<file path="config.mk">
export PLATFORM = sky130hd
export DESIGN_NAME = adcsf_ctrl
export DESIGN_NICKNAME = d
export VERILOG_FILES = /design/src/pkg/adcsf_pkg.sv /design/src/verilog/adcsf_ctrl.sv
export VERILOG_INCLUDE_DIRS = /design/src /design/src/pkg
export SDC_FILE = /design/constraint.sdc
export NUM_CORES = 1
export LEC_CHECK = 0
export ABC_AREA = 1
export ABC_CLOCK_PERIOD_IN_PS = 6000
export CAP_MARGIN = 20
export CELL_PAD_IN_SITES_DETAIL_PLACEMENT = 0
export CELL_PAD_IN_SITES_GLOBAL_PLACEMENT = 2
export CORE_ASPECT_RATIO = 0.5
export CORE_MARGIN = 5
export CORE_UTILIZATION = 35
export CTS_BUF_LIST = sky130_fd_sc_hd__clkbuf_4
export CTS_CLUSTER_DIAMETER = 30
export DETAILED_ROUTE_END_ITERATION = 12
export DONT_BUFFER_PORTS = 1
export GPL_TIMING_DRIVEN = 0
export PLACE_DENSITY = 0.74
export SLEW_MARGIN = 20
export SYNTH_ARGS = -nofsm -noshare
export SYNTH_HDL_FRONTEND = slang
export SYNTH_HIERARCHICAL = 1
export SYNTH_SLANG_ARGS = --single-unit
</file>
<file path="constraint.sdc">
create_clock -name clk_sys -period 6 [get_ports clk_sys]
set_input_delay 0.3 -clock clk_sys [delete_from_list [all_inputs] [get_ports clk_sys]]
set_output_delay 0.3 -clock clk_sys [all_outputs]
set_load 0.02 [all_outputs]
</file>
<file path="src/pkg/adcsf_defines.svh">
`ifndef ADCSF_DEFINES_SVH
`define ADCSF_DEFINES_SVH

// =====================================================
// Control word field positions
`define ADCSF_CW_START 7
`define ADCSF_CW_POLARITY 6
`define ADCSF_CW_CLKSEL 5
`define ADCSF_CW_MODE_HI 4
`define ADCSF_CW_MODE_LO 3
`define ADCSF_CW_AUX_HI 2
`define ADCSF_CW_AUX_LO 0

// =====================================================
// Reset values
`define ADCSF_RST_POLARITY 1'h0
`define ADCSF_RST_CLKSEL 1'h1
`define ADCSF_RST_AUX 3'h0

// =====================================================
// Frame counts in falling shift-clock edges after the start bit, and word and result bit counts
`define ADCSF_DECODE_FALL 6'h07
`define ADCSF_ACQ_FALL_SHORT 6'h07
`define ADCSF_ACQ_FALL_LONG 6'h0f
`define ADCSF_MSB_FALL_SHORT 6'h08
`define ADCSF_MSB_FALL_LONG 6'h10
`define ADCSF_END_FALL_SHORT 6'h18
`define ADCSF_END_FALL_LONG 6'h20
`define ADCSF_WORD_BITS 4'h8
`define ADCSF_LAST_CAPTURE 4'h7
`define ADCSF_RESULT_BITS 14
`define ADCSF_SHIFT_AFTER_MSB 4'hf

// =====================================================
// Timing
`define ADCSF_CLK_PERIOD_NS 50
`define ADCSF_INT_CONV_MAX_NS 6000
`define ADCSF_INT_CONV_CYCLES (`ADCSF_INT_CONV_MAX_NS / `ADCSF_CLK_PERIOD_NS)
`define ADCSF_CAL_CYCLES 80000

`endif

</file>
<file path="src/pkg/adcsf_pkg.sv">
package adcsf_pkg;

    // Operating mode, the two mode bits of the control word
    typedef enum logic [1:0] {
        ADCSF_MODE_SHORT = 2'h0,
        ADCSF_MODE_CAL = 2'h1,
        ADCSF_MODE_PDOWN = 2'h2,
        ADCSF_MODE_LONG = 2'h3
    } adcsf_mode_type;

    // Conversion engine state
    typedef enum logic [3:0] {
        ADCSF_CV_IDLE = 4'h1,
        ADCSF_CV_EXT = 4'h2,
        ADCSF_CV_INT = 4'h4,
        ADCSF_CV_CAL = 4'h8
    } adcsf_conv_type;

endpackage

</file>
<file path="src/verilog/adcsf_ctrl.sv">
// Contract
// Control bit 5 picks conversion clock: 1 internal oscillator, 0 shift clock.
// Only the host shift clock moves serial data in and out.
// External mode steps the conversion on shift-clock edges.
// External short: strobe high one period after falling edge seven.
// External short: result MSB appears at falling edge eight.
// External long: strobe high one period after falling edge fifteen.
// External long: result MSB appears at falling edge sixteen.
// Control bit 6 selects polarity: 1 unipolar, 0 bipolar.
// Mode bits: 00 short, 01 calibrate, 10 power-down, 11 long.
// Bits 2..0 latch together into the auxiliary output register.
// Shutdowns keep auxiliary outputs unchanged and actively driven.
// External mode: strobe floats while chip select is high.
// External mode: shift-clock edges ignored while chip select high.
// Internal mode: own conversion clock, result readable at any rate.
// Internal mode: strobe low during conversion, at most 6 us; the code keeps it low 121 clk_sys periods, longer while no result is queued.
// Host should hold shift clock low during internal conversion.
// Internal mode: MSB at strobe rise, then 15 falls shift rest.
// Internal mode: conversion continues with chip select high.
// Internal mode: strobe stays driven while chip select high.
// Host may shift control in at 4.8 MHz with enough acquisition.
// Result leaves MSB first, coding set by polarity.
// First high bit sampled is the start bit, not chip select.
// Conversion begins at the falling edge after the seventh bit.
// Chip select pulse and new start bit abort the running operation.
// Serial input sampled on shift-clock rising edges.
// Serial output changes on falls, floats while chip select high.
// Auxiliary outputs clear at reset and reset pin.
// After reset: bipolar with internal conversion clock.
// Zeros before a start bit are ignored.
// Start detector re-arms after a conversion or calibration completes.

`include "adcsf_defines.svh"

// =====================================================
// Result FIFO
module adcsf_fifo #(
    parameter int WIDTH = 14,
    parameter int DEPTH = 4
) (
    // System
    input wire logic clk_sys,
    input wire logic rstN,
    // Fill side
    input wire logic [WIDTH-1:0] inData,
    input wire logic inValid,
    output logic inReady,
    // Drain side
    output logic [WIDTH-1:0] outData,
    output logic outValid,
    input wire logic outReady
);
    localparam int AW = (DEPTH > 1) ? $clog2(DEPTH) : 1;
    localparam logic [AW-1:0] LAST = AW'(DEPTH - 1);
    localparam logic [AW:0] FULLCNT = (AW + 1)'(DEPTH);

    logic [WIDTH-1:0] mem [DEPTH];
    logic [AW-1:0] wrPtr_r;
    logic [AW-1:0] rdPtr_r;
    logic [AW:0] count_r;
    wire push = inValid && inReady;
    wire pop = outValid && outReady;

    assign inReady = count_r != FULLCNT;
    assign outValid = count_r != '0;
    assign outData = mem[rdPtr_r];

    always_ff @(posedge clk_sys) begin
        if (push) begin
            mem[wrPtr_r] <= inData;
        end
    end

    always_ff @(posedge clk_sys) begin
        if (!rstN) begin
            wrPtr_r <= '0;
            rdPtr_r <= '0;
            count_r <= '0;
        end else begin
            if (push) begin
                wrPtr_r <= (wrPtr_r == LAST) ? '0 : wrPtr_r + 1'b1;
            end
            if (pop) begin
                rdPtr_r <= (rdPtr_r == LAST) ? '0 : rdPtr_r + 1'b1;
            end
            count_r <= count_r + (AW + 1)'(push) - (AW + 1)'(pop);
        end
    end
endmodule

// =====================================================
// Serial control and framing
module adcsf_ctrl #(
    parameter int CAL_CYCLES = `ADCSF_CAL_CYCLES
) (
    // System
    input wire logic clk_sys,
    input wire logic nrst,
    // Device pins
    input wire logic sclk,
    input wire logic csN,
    input wire logic din,
    input wire logic rstPinN,
    input wire logic shutdown_n,
    output logic dout,
    output logic doutOe,
    output logic conversion_strobe,
    output logic conversionStrobeOe,
    output logic aux_out_2,
    output logic aux_out_1,
    output logic aux_out_0,
    // Converter core
    input wire logic [`ADCSF_RESULT_BITS-1:0] resultData,
    input wire logic resultValid,
    output logic resultReady,
    output logic polarity_select,
    output logic calActive,
    output logic powerDown
);
    localparam logic [6:0] INT_CYCLES = 7'(`ADCSF_INT_CONV_CYCLES);
    localparam logic [16:0] CAL_LAST = 17'(CAL_CYCLES - 1);

    // =====================================================
    // Synchronisers
    logic sclk1_r, sclk2_r, sclk3_r, cs1_r, cs2_r, cs3_r, din1_r, din2_r;
    logic rp1_r, rp2_r, sd1_r, sd2_r;

    always_ff @(posedge clk_sys) begin
        if (!nrst) begin
            {sclk1_r, sclk2_r, sclk3_r} <= 3'h0;
            {cs1_r, cs2_r, cs3_r} <= 3'h7;
            {din1_r, din2_r} <= 2'h0;
            {rp1_r, rp2_r, sd1_r, sd2_r} <= 4'h0;
        end else begin
            {sclk1_r, sclk2_r, sclk3_r} <= {sclk, sclk1_r, sclk2_r};
            {cs1_r, cs2_r, cs3_r} <= {csN, cs1_r, cs2_r};
            {din1_r, din2_r} <= {din, din1_r};
            {rp1_r, rp2_r, sd1_r, sd2_r} <= {rstPinN, rp1_r, shutdown_n, sd1_r};
        end
    end

    // =====================================================
    // Decode
    adcsf_pkg::adcsf_conv_type convState_r;
    adcsf_pkg::adcsf_mode_type modeDec;
    logic cfgPolarity_r, cfgClockInt_r, swPowerDown_r, longAcq_r, strobe_r;
    logic frameActive_r, armed_r;
    logic [5:0] fallCnt_r;
    logic [3:0] bitCnt_r;
    logic [7:0] rxShift_r;
    logic [6:0] intCnt_r;
    logic [16:0] calCnt_r;
    logic [2:0] aux_r;
    logic [`ADCSF_RESULT_BITS-1:0] outShift_r;
    logic [3:0] outLeft_r;
    logic [`ADCSF_RESULT_BITS-1:0] fifoData;
    logic fifoValid;

    wire rstAll = !nrst || !rp2_r;
    wire hwShutdown = !sd2_r;
    wire csLow = !cs2_r;
    wire csFall = !cs2_r && cs3_r;
    // Edges of the host shift clock are the only serial timing
    wire sclkRise = sclk2_r && !sclk3_r;
    wire sclkFall = !sclk2_r && sclk3_r;
    // Chip select high masks every edge
    wire countRise = sclkRise && csLow;
    wire countFall = sclkFall && csLow;
    wire startBit = countRise && armed_r && din2_r;
    wire bitCapture = countRise && frameActive_r && (bitCnt_r != `ADCSF_WORD_BITS);
    wire wordDone = bitCapture && (bitCnt_r == `ADCSF_LAST_CAPTURE);
    wire frameFall = countFall && frameActive_r;
    wire [5:0] fallNext = fallCnt_r + 6'h01;
    wire decodeNow = frameFall && (fallNext == `ADCSF_DECODE_FALL);
    wire [7:0] partialWord = {rxShift_r[6:0], 1'b0};
    assign modeDec = adcsf_pkg::adcsf_mode_type'(
        partialWord[`ADCSF_CW_MODE_HI:`ADCSF_CW_MODE_LO]);
    wire [5:0] acqFall = longAcq_r ? `ADCSF_ACQ_FALL_LONG : `ADCSF_ACQ_FALL_SHORT;
    wire [5:0] msbFall = longAcq_r ? `ADCSF_MSB_FALL_LONG : `ADCSF_MSB_FALL_SHORT;
    wire [5:0] endFall = longAcq_r ? `ADCSF_END_FALL_LONG : `ADCSF_END_FALL_SHORT;
    wire extFall = frameFall && (convState_r == adcsf_pkg::ADCSF_CV_EXT);
    wire strobeRise = extFall && (fallNext == acqFall);
    wire msbLoadExt = extFall && (fallNext == msbFall);
    wire extEnd = extFall && (fallNext == endFall);
    // Holds off completion while the core has no result queued
    wire intDone = (convState_r == adcsf_pkg::ADCSF_CV_INT) && (intCnt_r == INT_CYCLES)
        && fifoValid;
    wire calStep = (convState_r == adcsf_pkg::ADCSF_CV_CAL) && (cfgClockInt_r || frameFall);
    wire calDone = calStep && (calCnt_r == CAL_LAST);
    wire convDone = extEnd || intDone || calDone;
    wire loadOut = msbLoadExt || intDone;
    wire [`ADCSF_RESULT_BITS-1:0] loadData = fifoValid ? fifoData : '0;

    // =====================================================
    // Result buffer
    adcsf_fifo #(
        .WIDTH(`ADCSF_RESULT_BITS),
        .DEPTH(4)
    ) u_fifo (
        .clk_sys(clk_sys),
        .rstN(!rstAll),
        .inData(resultData),
        .inValid(resultValid),
        .inReady(resultReady),
        .outData(fifoData),
        .outValid(fifoValid),
        .outReady(loadOut)
    );

    // =====================================================
    // Framing and conversion sequencing
    always_ff @(posedge clk_sys) begin
        if (rstAll || hwShutdown) begin
            convState_r <= adcsf_pkg::ADCSF_CV_IDLE;
            frameActive_r <= 1'b0;
            armed_r <= 1'b1;
            fallCnt_r <= 6'h00;
            bitCnt_r <= 4'h0;
            rxShift_r <= 8'h00;
            strobe_r <= rstAll ? `ADCSF_RST_CLKSEL : cfgClockInt_r;
        end else if (startBit) begin
            // A new word aborts whatever is running
            convState_r <= adcsf_pkg::ADCSF_CV_IDLE;
            frameActive_r <= 1'b1;
            armed_r <= 1'b0;
            fallCnt_r <= 6'h00;
            bitCnt_r <= 4'h1;
            rxShift_r <= 8'h01;
            strobe_r <= cfgClockInt_r;
        end else begin
            if (csFall) begin
                armed_r <= 1'b1;
            end
            if (bitCapture) begin
                rxShift_r <= {rxShift_r[6:0], din2_r};
                bitCnt_r <= bitCnt_r + 4'h1;
            end
            if (frameFall) begin
                fallCnt_r <= fallNext;
            end
            if (decodeNow) begin
                unique case (modeDec)
                    adcsf_pkg::ADCSF_MODE_SHORT, adcsf_pkg::ADCSF_MODE_LONG: begin
                        convState_r <= partialWord[`ADCSF_CW_CLKSEL] ?
                            adcsf_pkg::ADCSF_CV_INT : adcsf_pkg::ADCSF_CV_EXT;
                        // Short acquisition ends on the decode fall itself
                        strobe_r <= !partialWord[`ADCSF_CW_CLKSEL]
                            && modeDec == adcsf_pkg::ADCSF_MODE_SHORT;
                    end
                    adcsf_pkg::ADCSF_MODE_CAL: begin
                        convState_r <= adcsf_pkg::ADCSF_CV_CAL;
                        strobe_r <= !partialWord[`ADCSF_CW_CLKSEL];
                    end
                    adcsf_pkg::ADCSF_MODE_PDOWN: begin
                        convState_r <= adcsf_pkg::ADCSF_CV_IDLE;
                        strobe_r <= partialWord[`ADCSF_CW_CLKSEL];
                    end
                endcase
            end
            // Only an external conversion or a shift-clocked calibration needs further falls
            if (wordDone && (convState_r != adcsf_pkg::ADCSF_CV_EXT)
                    && !(convState_r == adcsf_pkg::ADCSF_CV_CAL && !cfgClockInt_r)) begin
                frameActive_r <= 1'b0;
                if (convState_r == adcsf_pkg::ADCSF_CV_IDLE) begin
                    armed_r <= 1'b1;
                end
            end
            if (strobeRise) begin
                strobe_r <= 1'b1;
            end
            if (msbLoadExt) begin
                strobe_r <= 1'b0;
            end
            if (convDone) begin
                convState_r <= adcsf_pkg::ADCSF_CV_IDLE;
                frameActive_r <= 1'b0;
                armed_r <= 1'b1;
                strobe_r <= cfgClockInt_r;
            end
        end
    end

    // Own timebase, unaffected by chip select except for shift-clocked calibration steps
    always_ff @(posedge clk_sys) begin
        if (rstAll || decodeNow) begin
            intCnt_r <= 7'h00;
            calCnt_r <= 17'h00000;
        end else begin
            if (convState_r == adcsf_pkg::ADCSF_CV_INT && intCnt_r != INT_CYCLES) begin
                intCnt_r <= intCnt_r + 7'h01;
            end
            if (calStep) begin
                calCnt_r <= calCnt_r + 17'h00001;
            end
        end
    end

    // =====================================================
    // Configuration and auxiliary port
    always_ff @(posedge clk_sys) begin
        if (rstAll) begin
            cfgPolarity_r <= `ADCSF_RST_POLARITY;
            cfgClockInt_r <= `ADCSF_RST_CLKSEL;
            swPowerDown_r <= 1'b0;
            longAcq_r <= 1'b0;
        end else if (startBit) begin
            swPowerDown_r <= 1'b0;
        end else if (decodeNow) begin
            cfgPolarity_r <= partialWord[`ADCSF_CW_POLARITY];
            cfgClockInt_r <= partialWord[`ADCSF_CW_CLKSEL];
            swPowerDown_r <= modeDec == adcsf_pkg::ADCSF_MODE_PDOWN;
            longAcq_r <= modeDec == adcsf_pkg::ADCSF_MODE_LONG;
        end
    end

    // Shutdown has no say here, so the pins hold their value
    always_ff @(posedge clk_sys) begin
        if (rstAll) begin
            aux_r <= `ADCSF_RST_AUX;
        end else if (wordDone) begin
            aux_r <= {rxShift_r[1:0], din2_r};
        end
    end

    // =====================================================
    // Result shifter
    always_ff @(posedge clk_sys) begin
        if (rstAll) begin
            outShift_r <= '0;
            outLeft_r <= 4'h0;
        end else if (loadOut) begin
            outShift_r <= loadData;
            outLeft_r <= `ADCSF_SHIFT_AFTER_MSB;
        end else if (countFall && outLeft_r != 4'h0) begin
            outShift_r <= {outShift_r[`ADCSF_RESULT_BITS-2:0], 1'b0};
            outLeft_r <= outLeft_r - 4'h1;
        end
    end

    assign dout = outShift_r[`ADCSF_RESULT_BITS-1];
    assign doutOe = csLow;
    assign conversion_strobe = strobe_r;
    assign conversionStrobeOe = cfgClockInt_r || csLow;
    assign {aux_out_2, aux_out_1, aux_out_0} = aux_r;
    assign polarity_select = cfgPolarity_r;
    assign calActive = convState_r == adcsf_pkg::ADCSF_CV_CAL;
    assign powerDown = swPowerDown_r || hwShutdown;

    // =====================================================
    // Checks
    localparam int INT_LOW_MAX = 120;
    logic [7:0] lowRun_r;

    always_ff @(posedge clk_sys) begin
        if (!nrst || convState_r != adcsf_pkg::ADCSF_CV_INT || !fifoValid) begin
            lowRun_r <= 8'h00;
        end else if (lowRun_r != 8'hff) begin
            lowRun_r <= lowRun_r + 8'h01;
        end
    end
endmodule

</file>
==> results of run 1 <==
[through the flow]
| step | std cells | power (W) |
|---|---|---|
| floorplan | 843 | 0.00111 |
| global placement | 1109 | 0.00111 |
| detailed placement | 1110 | 0.00111 |
| CTS | 1164 | 0.00179 |
| global route | 1165 | 0.00184 |
| finish | 1165 | 0.00175 |
[final cells by class]
type | count | share of cell area [%]
tap | 266 | 4.20
clock buffer | 18 | 1.70
timing repair buffer | 23 | 2.92
clock inverter | 14 | 1.89
antenna | 1 | 0.0315
inverter | 127 | 6.01
multi-input combinational | 544 | 36.5
sequential | 149 | 44.8
buffer | 23 | 1.91
[worst register-to-register path, cell delays in order, from the launching register on]
cell	delay [ps]
dfxtp_1	480
ha_1	260
nand4_1	180
nand2_2	130
nand2_1	60
nand2_2	120
nor2_8	60
nand2_8	120
nand2_8	100
buf_12	160
a21boi_2	170
ha_1	270
inv_1	30
ha_1	190
fa_1	380
nand2_1	80
nand2_1	40
nor2_1	90
[layer usage]
layer	vias up	global-route usage (%)
met3	11	3.60
met4	0	4.27
met1	2400	18.9
met2	73	21.5
met5	-	0
li1	2816	-
[report_power, final]
part           leakage (nW)  internal (W)  switching (W)  total (W)
sequential             1.27       0.00106     0.00000321    0.00106
combinational          1.74     0.0000173      0.0000255  0.0000428
clock                 0.155      0.000257       0.000389   0.000646
total                  3.16       0.00133       0.000418    0.00175
[synthesized netlist by cell type, types with 4 or more instances]
library cell  instances  area share (%)
edfxtp_1             57              24
buf_6                 4            0.64
nor3_1                9            0.64
xor2_1               11             1.4
nand3_1              54             3.8
a21oi_1              35             2.5
inv_2                12            0.64
nand4_1              11            0.97
nand2_4               4            0.64
nand2_2              12             1.1
o21ai_0              48             3.4
clkbuf_1              5            0.27
buf_2                11            0.78
o22ai_1              14             1.2
or2_2                 4            0.35
nand2_1             130             6.9
a211oi_1              5            0.53
o21ai_1              12            0.85
nand3_2               4            0.57
inv_1               113             6.0
dfxtp_1              92              26
nor2_2                7            0.62
ha_1                 20             3.5
nor2_1              133             7.1
[sequential cells by signal (all words and copies together) (netlist names), 3 cells and up, named ones only]
register        count
u_fifo/mem         56
bitCnt_r            4
outLeft_r           4
convState_r         4
outShift_r         14
calCnt_r           17
rxShift_r           6
u_fifo/count_r      3
fallCnt_r           6
intCnt_r            7
aux_r               3
[cells by family (layout without fill, tap and decap cells)]
kind of cell / count (synthesis) / after routing / synth area share (%)
adders and majority gates: 21 / 21 / 3.82
xor gates and xnor gates: 13 / 13 / 1.61
AOI/OAI and AO/OA: 122 / 122 / 9.43
other: 0 / 1 / 0
buffers and inverters: 150 / 205 / 8.88
DFF: 149 / 149 / 50.3
and+or+nand+nor: 388 / 388 / 26.0
[repair_timing]
action | 4_1_cts | 5_1_grt
resized for setup | 0 | 0
endpoints found under the hold margin | 66 | 0
hold buffers | 22 | 0
buffers inserted | 0 | 0
[path summary, 6_finish.rpt]
check / slack, ps / start / depth (start not counted) / end
max reg2reg: 3020 / fallCnt_r[1] / 17 / u_fifo/count_r[2]
max: 3020 / fallCnt_r[1] / 17 / u_fifo/count_r[2]
min: 90 / nrst / 3 / armed_r
min reg2reg: 420 / din1_r / 2 / din2_r
==> impl_results.md, run 1 <==
- DR WL/cell: 13.4 µm
- CP max stage cell: dfxtp_1
- CTS HTree Levels: 4
- Worst-Margin Slew: 825 ps
- Endpoints failing hold: 0
- Critical path class: flop to flop
- Crit-path max FO: 12
- Post-synth net total: 886
- DP HPWL: 11100 µm
- Leakage power: 3.16 nW
- DR WL met3: 559 µm
- Largest net degree at the start of global routing: 17
- Fin crit share: 49.6%
- Synth cell types: 49
- Nets: 928
- Cells after Synth: 843
- Sequential area share after synthesis: 50.3%
- CP peak stage delay: 480 ps
- CTS tree: yes
- Place WS: 2990 ps
- Layout Utilization: 40.4%
- CP Launch Type: flop
- Multi-input gate area: 0.00290 mm²
- Unrepaired setup endpoints after global routing: no
- # fillers: 2044
- Setup crit end kind: flop
- Reg area: 0.00355 mm²
- Vias in the first global route: 5079
- Die area: 0.0233 mm²
- Site Rows: 36
- Clk root buf: clkbuf_4
- Main synth FF type: dfxtp_1
- Port bufs: 0
- Die W: 211 µm
- Max Used Layer: met4
- Met2 wire len: 6840 µm
- Min-delay worst type: input pin to flop
- PwrDens: 221 mW/mm²
- WP data arrival: 3480 ps
- Async SR Flop Fraction: 0%
- Final setup margin: 3020 ps
- # DRC: 0
- Vias per Instance: 4.55
- Post-DP Area: 0.00742 mm²
- CP cell instances: ha_1, nand4_1, nand2_2, nand2_1, nand2_2, nor2_8, nand2_8, nand2_8, buf_12, a21boi_2, ha_1, inv_1, ha_1, fa_1, nand2_1, nand2_1, nor2_1
- Skew final: 13.8 ps
- Synth Area per Inst: 8.39 µm²
- First-pass DRT Iterations: 4
- DR iter-0 viols: 281
- Antenna viol nets, final: 0
- Met1 wire length: 8000 µm
- Final min period: 2980 ps
- Max Freq: 336 MHz
- Initial antenna violation count: 1
- Clk slew on worst S/H paths: 130 ps
- Layout area overhead: 12.2%
- Post-synth EDFFs: 57
- GRT Util Overall: 13.8%
- Final setup viols: 0
- Flops & latches, synth: 149
- WL final: 15600 µm
- WP buf/inv: 2
- First-pass GRT wire length: 26000 µm
- Crit-path leading delay family: adder cells
- Max rail drop VDD: 0.000153 V
- Share of cells above drive strength 1: 12.2%
- Max clock buf depth: 2
- Clock insertion delay at the later pin of the skew report: 560 ps
- Most frequent cells in the layout: 130 x nand2_1, 129 x nor2_1, 113 x inv_1
- Gp weighted congestion: 0.753
- CTS Buf Count: 17
- TNS Setup: 0 ps
- Final Cell Area: 0.00793 mm²
- Relative slew margins: 45.0%
- Worst endpoint required time: 6500 ps
- Pins Over Slew Limit: 0
- Status: completed
- Hold WS: 87.9 ps
- I/O pin count: 33
- Chip height: 111 µm
- Placeable Area: 0.0196 mm²
- Via count: 5300
- Starting density of the core: 36.0%
- Most common cell after layout, fill and taps aside: nand2_1
- Area of the mapped netlist: 0.00707 mm²
- Clock Sink Count: 149
- Gr ovfl total: 0
- Yosys warns: 6
- Max-cap check violation count: 0
No activity file was read; power rests on OpenSTA's default activity.
==> run 2, diff against run 1 <==
--- a/config.mk
+++ b/config.mk
@@ -6,8 +6,8 @@
 export SDC_FILE = /design/constraint.sdc
 export NUM_CORES = 1
 export LEC_CHECK = 0
-export ABC_AREA = 1
-export ABC_CLOCK_PERIOD_IN_PS = 6000
+export ABC_AREA = 0
+export ABC_CLOCK_PERIOD_IN_PS = 2790
 export CAP_MARGIN = 20
 export CELL_PAD_IN_SITES_DETAIL_PLACEMENT = 0
 export CELL_PAD_IN_SITES_GLOBAL_PLACEMENT = 2
@@ -19,7 +19,7 @@
 export DETAILED_ROUTE_END_ITERATION = 12
 export DONT_BUFFER_PORTS = 1
 export GPL_TIMING_DRIVEN = 0
-export PLACE_DENSITY = 0.74
+export PLACE_DENSITY = 0.68
 export SLEW_MARGIN = 20
 export SYNTH_ARGS = -nofsm -noshare
 export SYNTH_HDL_FRONTEND = slang
==> constraint.sdc (replaced) <==
create_clock -name clk_sys -period 2.79 [get_ports clk_sys]
set_input_delay 0.1395 -clock clk_sys [delete_from_list [all_inputs] [get_ports clk_sys]]
set_output_delay 0.1395 -clock clk_sys [all_outputs]
set_load 0.02 [all_outputs]
==> run 2 against run 1 <==
The run now ends with setup timing left; cell area is 3.9% lower; largest cell class unchanged; via count is 20% lower; sequential cell count stayed put; largest power group unchanged.
==> impl_results.md, run 2 <==
- Total power draw: 0.00371 W
- Sequential area share after synthesis: 54.5%
- Worst r2r src: convState_r[0]
- CTS HTree Levels: 4
- Clock Sink Count: 149
- R2r endpoint: u_fifo/count_r[2]
- Layout area overhead: 16.8%
- Most frequent cells in the layout: 84 x dfxtp_1, 61 x nor2_1, 57 x edfxtp_1
- Cells after Synth: 571
- Port bufs: 0
- Synth Area per Inst: 11.4 µm²
- List of most frequent post-synthesis cells: 92 x dfxtp_1, 61 x nor2_1, 57 x edfxtp_1
- Yosys warns: 6
- Area contributors post-synth: dfxtp_1 28%, edfxtp_1 26%, mux4_2 4.8%
- Pins Over Slew Limit: 0
- Initial antenna violation count: 1
- DP HPWL: 9130 µm
- Skew final: 27.7 ps
- First-pass GRT wire length: 22200 µm
- Post-synth EDFFs: 57
- First-pass DRT Iterations: 6
- Critical path class: flop to flop
- Reg2Reg Depth: 13
- Clk slew on worst S/H paths: 150 ps
- CTS Buf Count: 17
- Clock insertion delay at the later pin of the skew report: 550 ps
- Post-synth top area cell: dfxtp_1
- Leakage power: 2.59 nW
- Largest net degree at the start of global routing: 17
- Gp weighted congestion: 0.721
- Hold Path Cell Cnt: 1
- Failing checks: setup timing
- Nets: 669
- Min-delay worst type: input pin to flop
- Relative slew margins: 44.1%
- Fin crit share: 107%
- # DRC: 0
- Vias per Instance: 4.80
- PwrDens: 487 mW/mm²
- CTS tree: yes
- Min-delay src: resultValid
- Gr ovfl total: 0
- Chip height: 107 µm
- Site Rows: 35
- Final setup viols: 2
- WL final: 13200 µm
- Hold WS: 97.7 ps
- Die W: 203 µm
- Setup crit end kind: flop
- Via count: 4221
- Synth top area share: 28.2%
- Top-count cell post-synth: dfxtp_1
- Layout Utilization: 41.5%
- Endpoints failing hold: 0
- Antenna viol nets, final: 0
- Clk root buf: clkbuf_4
- Hold EP: u_fifo/mem[1][9]
- Vias in the first global route: 4249
- Async SR Flop Fraction: 0%
- Final setup margin: -196 ps
- Final Cell Area: 0.00762 mm²
- Post-synth net total: 614
- Max FFs per register: 56
- Biggest register: u_fifo/mem
- CP Launch Type: flop
- Synth cell types: 59
- Flops & latches, synth: 149
- Placeable Area: 0.0183 mm²
- TNS Setup: -266 ps
- GRT Util Overall: 13.0%
- Final min period: 2990 ps
- Multi-input gate area: 0.00286 mm²
- Area of the mapped netlist: 0.00653 mm²
- Worst-Margin Slew: 837 ps
- I/O pin count: 33
- Unrepaired setup endpoints after global routing: yes
- WP data arrival: 3430 ps
- Worst endpoint required time: 3230 ps
- Most common cell after layout, fill and taps aside: dfxtp_1
- Reg area: 0.00357 mm²
- Biggest regs: u_fifo/mem: 56 flops, calCnt_r: 17 flops, outShift_r: 14 flops
- DR iter-0 viols: 200
- Max-cap check violation count: 0
- Starting density of the core: 35.6%
- R2r setup slk: -200 ps
- Max clock buf depth: 2
- Status: finished, violations left
- Main synth FF type: dfxtp_1
- DR WL/cell: 15.0 µm
- # fillers: 1748
- Crit-path max FO: 3
- Die area: 0.0216 mm²
- Post-DP Area: 0.00691 mm²
- Max Freq: 335 MHz
- Share of cells above drive strength 1: 20.2%
- Max rail drop VDD: 0.000438 V
run 2: power breakdown:
group	switching, W	internal, W
logic	0.0000445	0.0000416
clock network	0.000879	0.000467
registers	0.00000822	0.00227
run 2: per-stage QoR:
step / instances / worst slack, ps
detailed placement: 811 / -728
finish: 880 / -196
floorplan: 571 / -144
global placement: 811 / -703
global route: 880 / -321
CTS: 874 / -244
run 2: area by class of cell:
cell class	count	area share, %
flip-flops and latches	149	46.9
repair buffers	39	4.70
clock inverters	15	1.97
multi-input cells	367	37.5
inverters	26	1.28
clock buffers	17	1.67
plain buffers	26	2.00
well taps	240	3.94
diodes	1	0.0328
run 2: routing by layer:
metal,share of wire [%],vias up,wire (µm),global-route usage [%]
met5,0,-,0,0
met3,3.0,7,395,3.44
met4,0.71,0,94,3.17
li1,-,2149,-,-
met1,48,2028,6400,17.1
met2,48,37,6330,21.5
run 2: kinds of logic after synthesis:
group                      after synthesis  synth area share, %
adders and majority gates               21                 4.14
xor gates and xnor gates                42                 5.75
and+or+nand+nor                        207                 17.1
DFF                                    149                 54.5
AOI/OAI and AO/OA                       53                 4.89
buffers and inverters                   55                 3.95
muxes                                   44                 9.70
run 2: how the worst max path moves through the flow:
| stage | startpoint | endpoint | slack, ps | depth (start not counted) |
|---|---|---|---|---|
| floorplan | fallCnt_r[1] | u_fifo/count_r[2] | -140 | 16 |
| global placement | convState_r[1] | u_fifo/count_r[2] | -700 | 12 |
| detailed placement | convState_r[1] | u_fifo/count_r[2] | -730 | 12 |
| CTS | convState_r[0] | u_fifo/count_r[2] | -240 | 13 |
| global route | fallCnt_r[1] | u_fifo/count_r[2] | -320 | 15 |
| finish | convState_r[0] | u_fifo/count_r[2] | -200 | 13 |
run 2: critical path, cell delays in order (launching register included):
cell,delay (ps)
dfxtp_4,370
or4b_4,580
nor4b_4,270
and4_4,290
or2_4,150
o31ai_4,70
inv_1,60
ha_1,110
inv_1,40
ha_2,160
fa_2,330
xor2_1,170
xnor2_1,140
and2_1,150
run 2: timing repair:
| action | in CTS | in global routing |
|---|---|---|
| hold buffers | 21 | 0 |
| endpoints found under the setup margin | 23 | 12 |
| setup buffers | 12 | 6 |
| pin swaps | 9 | 6 |
| hold endpoints to repair | 71 | 0 |
| gates resized for setup | 15 | 8 |
==> run 3, diff against run 2 <==
--- a/config.mk
+++ b/config.mk
@@ -11,7 +11,7 @@
 export CAP_MARGIN = 20
 export CELL_PAD_IN_SITES_DETAIL_PLACEMENT = 0
 export CELL_PAD_IN_SITES_GLOBAL_PLACEMENT = 2
-export CORE_ASPECT_RATIO = 0.5
+export CORE_ASPECT_RATIO = 0.7
 export CORE_MARGIN = 5
 export CORE_UTILIZATION = 35
 export CTS_BUF_LIST = sky130_fd_sc_hd__clkbuf_4
@@ -20,6 +20,7 @@
 export DONT_BUFFER_PORTS = 1
 export GPL_TIMING_DRIVEN = 0
 export PLACE_DENSITY = 0.68
+export SKIP_LAST_GASP = 1
 export SLEW_MARGIN = 20
 export SYNTH_ARGS = -nofsm -noshare
 export SYNTH_HDL_FRONTEND = slang
==> run 3 against run 2 <==
Clock power increased by 8%; clock skew increased by 4.3 ps; register-to-register slack improved by 50 ps; critical endpoint unchanged; the run still ends with setup timing left; core utilization increased by 0.76 points; highest routed layer unchanged.
==> impl_results.md, run 3 (same netlist as run 2, synthesis figures left out) <==
- Status: finished, violations left
- Failing checks: setup timing
- CP Launch Type: flop
- # DRC: 0
- Share of cells above drive strength 1: 21.3%
- Clock power share: 38.2%
- Initial antenna violation count: 1
- Layout area overhead: 17.7%
- Port bufs: 0
- R2r endpoint: u_fifo/count_r[2]
- Max-cap check violation count: 0
- PwrDens: 499 mW/mm²
- Clk root buf: clkbuf_4
- Hold WS: 80.9 ps
- GRT Util Overall: 13.1%
- CP cell instances: buf_6, and3_4, nand3_4, xor2_2, and4_4, or2_4, o31ai_4, inv_1, ha_1, inv_1, ha_2, fa_2, xor2_2, xnor2_1, and2_1
- Critical path class: flop to flop
- DP HPWL: 9380 µm
- Reg area: 0.00357 mm²
- Max clock buf depth: 2
- Reg2Reg Depth: 15
- Most frequent cells in the layout: 84 x dfxtp_1, 61 x nor2_1, 57 x edfxtp_1
- Hold Path Cell Cnt: 4
- Placeable Area: 0.0182 mm²
- Final min period: 2930 ps
- Worst r2r src: fallCnt_r[0]
- Endpoints failing hold: 0
- R2r setup slk: -140 ps
- Die W: 173 µm
- Met2 GRT Util: 18.8%
- # fillers: 1744
- Setup crit end kind: flop
- Switching Fraction: 26.1%
- Place WS: -875 ps
- DR iter-0 viols: 207
- Die area: 0.0215 mm²
- First-pass GRT wire length: 22400 µm
- Max Freq: 341 MHz
- CTS Buf Count: 17
- Clock insertion delay at the later pin of the skew report: 560 ps
- Site Rows: 41
- Fin crit share: 105%
- CTS HTree Levels: 4
- Crit-path max FO: 5
- Vias in the first global route: 4183
- Starting density of the core: 35.9%
- Vias per Instance: 4.88
- WL final: 13700 µm
- Nets: 672
- Relative slew margins: 39.8%
- First-pass DRT Iterations: 4
- Largest net degree at the start of global routing: 19
- Unrepaired setup endpoints after global routing: yes
- CP peak stage delay: 390 ps
- Gate power share: 2.2%
- Clock Sink Count: 149
- Worst-Margin Slew: 901 ps
- WP data arrival: 3400 ps
- Hold EP: outShift_r[0]
- M3 GR Usage: 3.73%
- Via count: 4286
- Leakage power: 2.61 nW
- Antenna viol nets, final: 0
- Final setup viols: 3
- Chip height: 124 µm
- Biggest regs: u_fifo/mem: 56 flops, calCnt_r: 17 flops, outShift_r: 14 flops
- Final Cell Area: 0.00768 mm²
- Post-DP Area: 0.00691 mm²
- Clk slew on worst S/H paths: 150 ps
- Top Usage Layer GRT: met1
- Met1 Use GR: 19.6%
- Skew final: 32.0 ps
- Power Internal: 0.00283 W
- NetSw: 0.00100 W
- CTS tree: yes
- Gr ovfl total: 0
- Pins Over Slew Limit: 0
- Biggest register: u_fifo/mem
- Most common cell after layout, fill and taps aside: dfxtp_1
- TNS Setup: -190 ps
- Max FFs per register: 56
- Min-delay src: nrst
- Max rail drop VDD: 0.000351 V
- Seq pwr share: 59.6%
- I/O pin count: 33
- Gp weighted congestion: 0.740
- DR WL/cell: 15.6 µm
- Final setup margin: -143 ps
- Layout Utilization: 42.3%
- Min-delay worst type: input pin to flop
- Multi-input gate area: 0.00287 mm²
- CP max stage cell: dfxtp_4
- Worst endpoint required time: 3260 ps
==> run 3: cell count changes in the layout (fill, tap and decap cells not counted), moves of 2 or more <==
cell	before	now
buf_4	20	24
clkinv_8	1	4
xor2_1	20	17
xor2_2	0	3
clkinv_2	2	0
clkinv_4	3	1
inv_8	2	4
nor4b_2	1	3
nor4b_4	3	1
==> run 3: layout make-up <==
class / count / share of cell area [%]
multi-input cells: 367 / 37.3
diodes: 1 / 0.0326
clock inverters: 15 / 2.59
repair buffers: 42 / 4.79
inverters: 26 / 1.27
clock buffers: 17 / 1.66
well taps: 236 / 3.84
plain buffers: 26 / 1.99
flip-flops and latches: 149 / 46.5
==> run 3: worst max-delay path by stage <==
stage | startpoint | cells after the start | slack [ps] | endpoint
after global placement | cs2_r | 14 | -860 | u_fifo/count_r[2]
after global routing | convState_r[0] | 13 | -280 | u_fifo/count_r[2]
after detailed placement | cs2_r | 14 | -880 | u_fifo/count_r[2]
after CTS | convState_r[0] | 13 | -210 | u_fifo/count_r[2]
final | fallCnt_r[0] | 15 | -140 | u_fifo/count_r[2]
after floorplan | fallCnt_r[1] | 16 | -140 | u_fifo/count_r[2]
==> run 3: power groups by stage <==
stage / logic [W] / clock network [W] / registers [W]
after global placement: 0.0000544 / 0 / 0.00233
after detailed placement: 0.0000543 / 0 / 0.00233
after floorplan: 0.0000402 / 0 / 0.00233
after global routing: 0.0000950 / 0.00162 / 0.00229
after CTS: 0.0000861 / 0.00152 / 0.00228
final: 0.0000858 / 0.00146 / 0.00228
==> run 3: timing repair <==
| action | CTS | global route |
|---|---|---|
| hold endpoints to repair | 70 | 0 |
| hold buffers | 21 | 0 |
| pin swaps | 9 | 9 |
| buffers inserted | 12 | 9 |
| gates resized for setup | 18 | 6 |
| setup endpoints to repair | 47 | 10 |
==> run 3: stage by stage <==
stage / instances / power (W)
3_3_place_gp: 807 / 0.00239
4_1_cts: 871 / 0.00389
6_report: 879 / 0.00383
5_1_grt: 879 / 0.00400
3_5_place_dp: 807 / 0.00239
2_1_floorplan: 571 / 0.00237
==> run 3: worst max-delay path: cells and delay by family (launching register included) <==
family / cells / cell delay [ps]
xor+xnor: 3 / 490
compound gates: 1 / 60
flops: 1 / 390
simple gates: 5 / 890
buf+inv: 3 / 220
fa+ha+maj: 3 / 810
==> run 3: routing by layer <==
metal  vias up  part of all wire, %  routed length [µm]
met5         -                    0                   0
met1      2079                   53                7250
li1       2141                    -                   -
met4         0                 0.45                  62
met3         4                  3.6                 498
met2        62                   43                5920
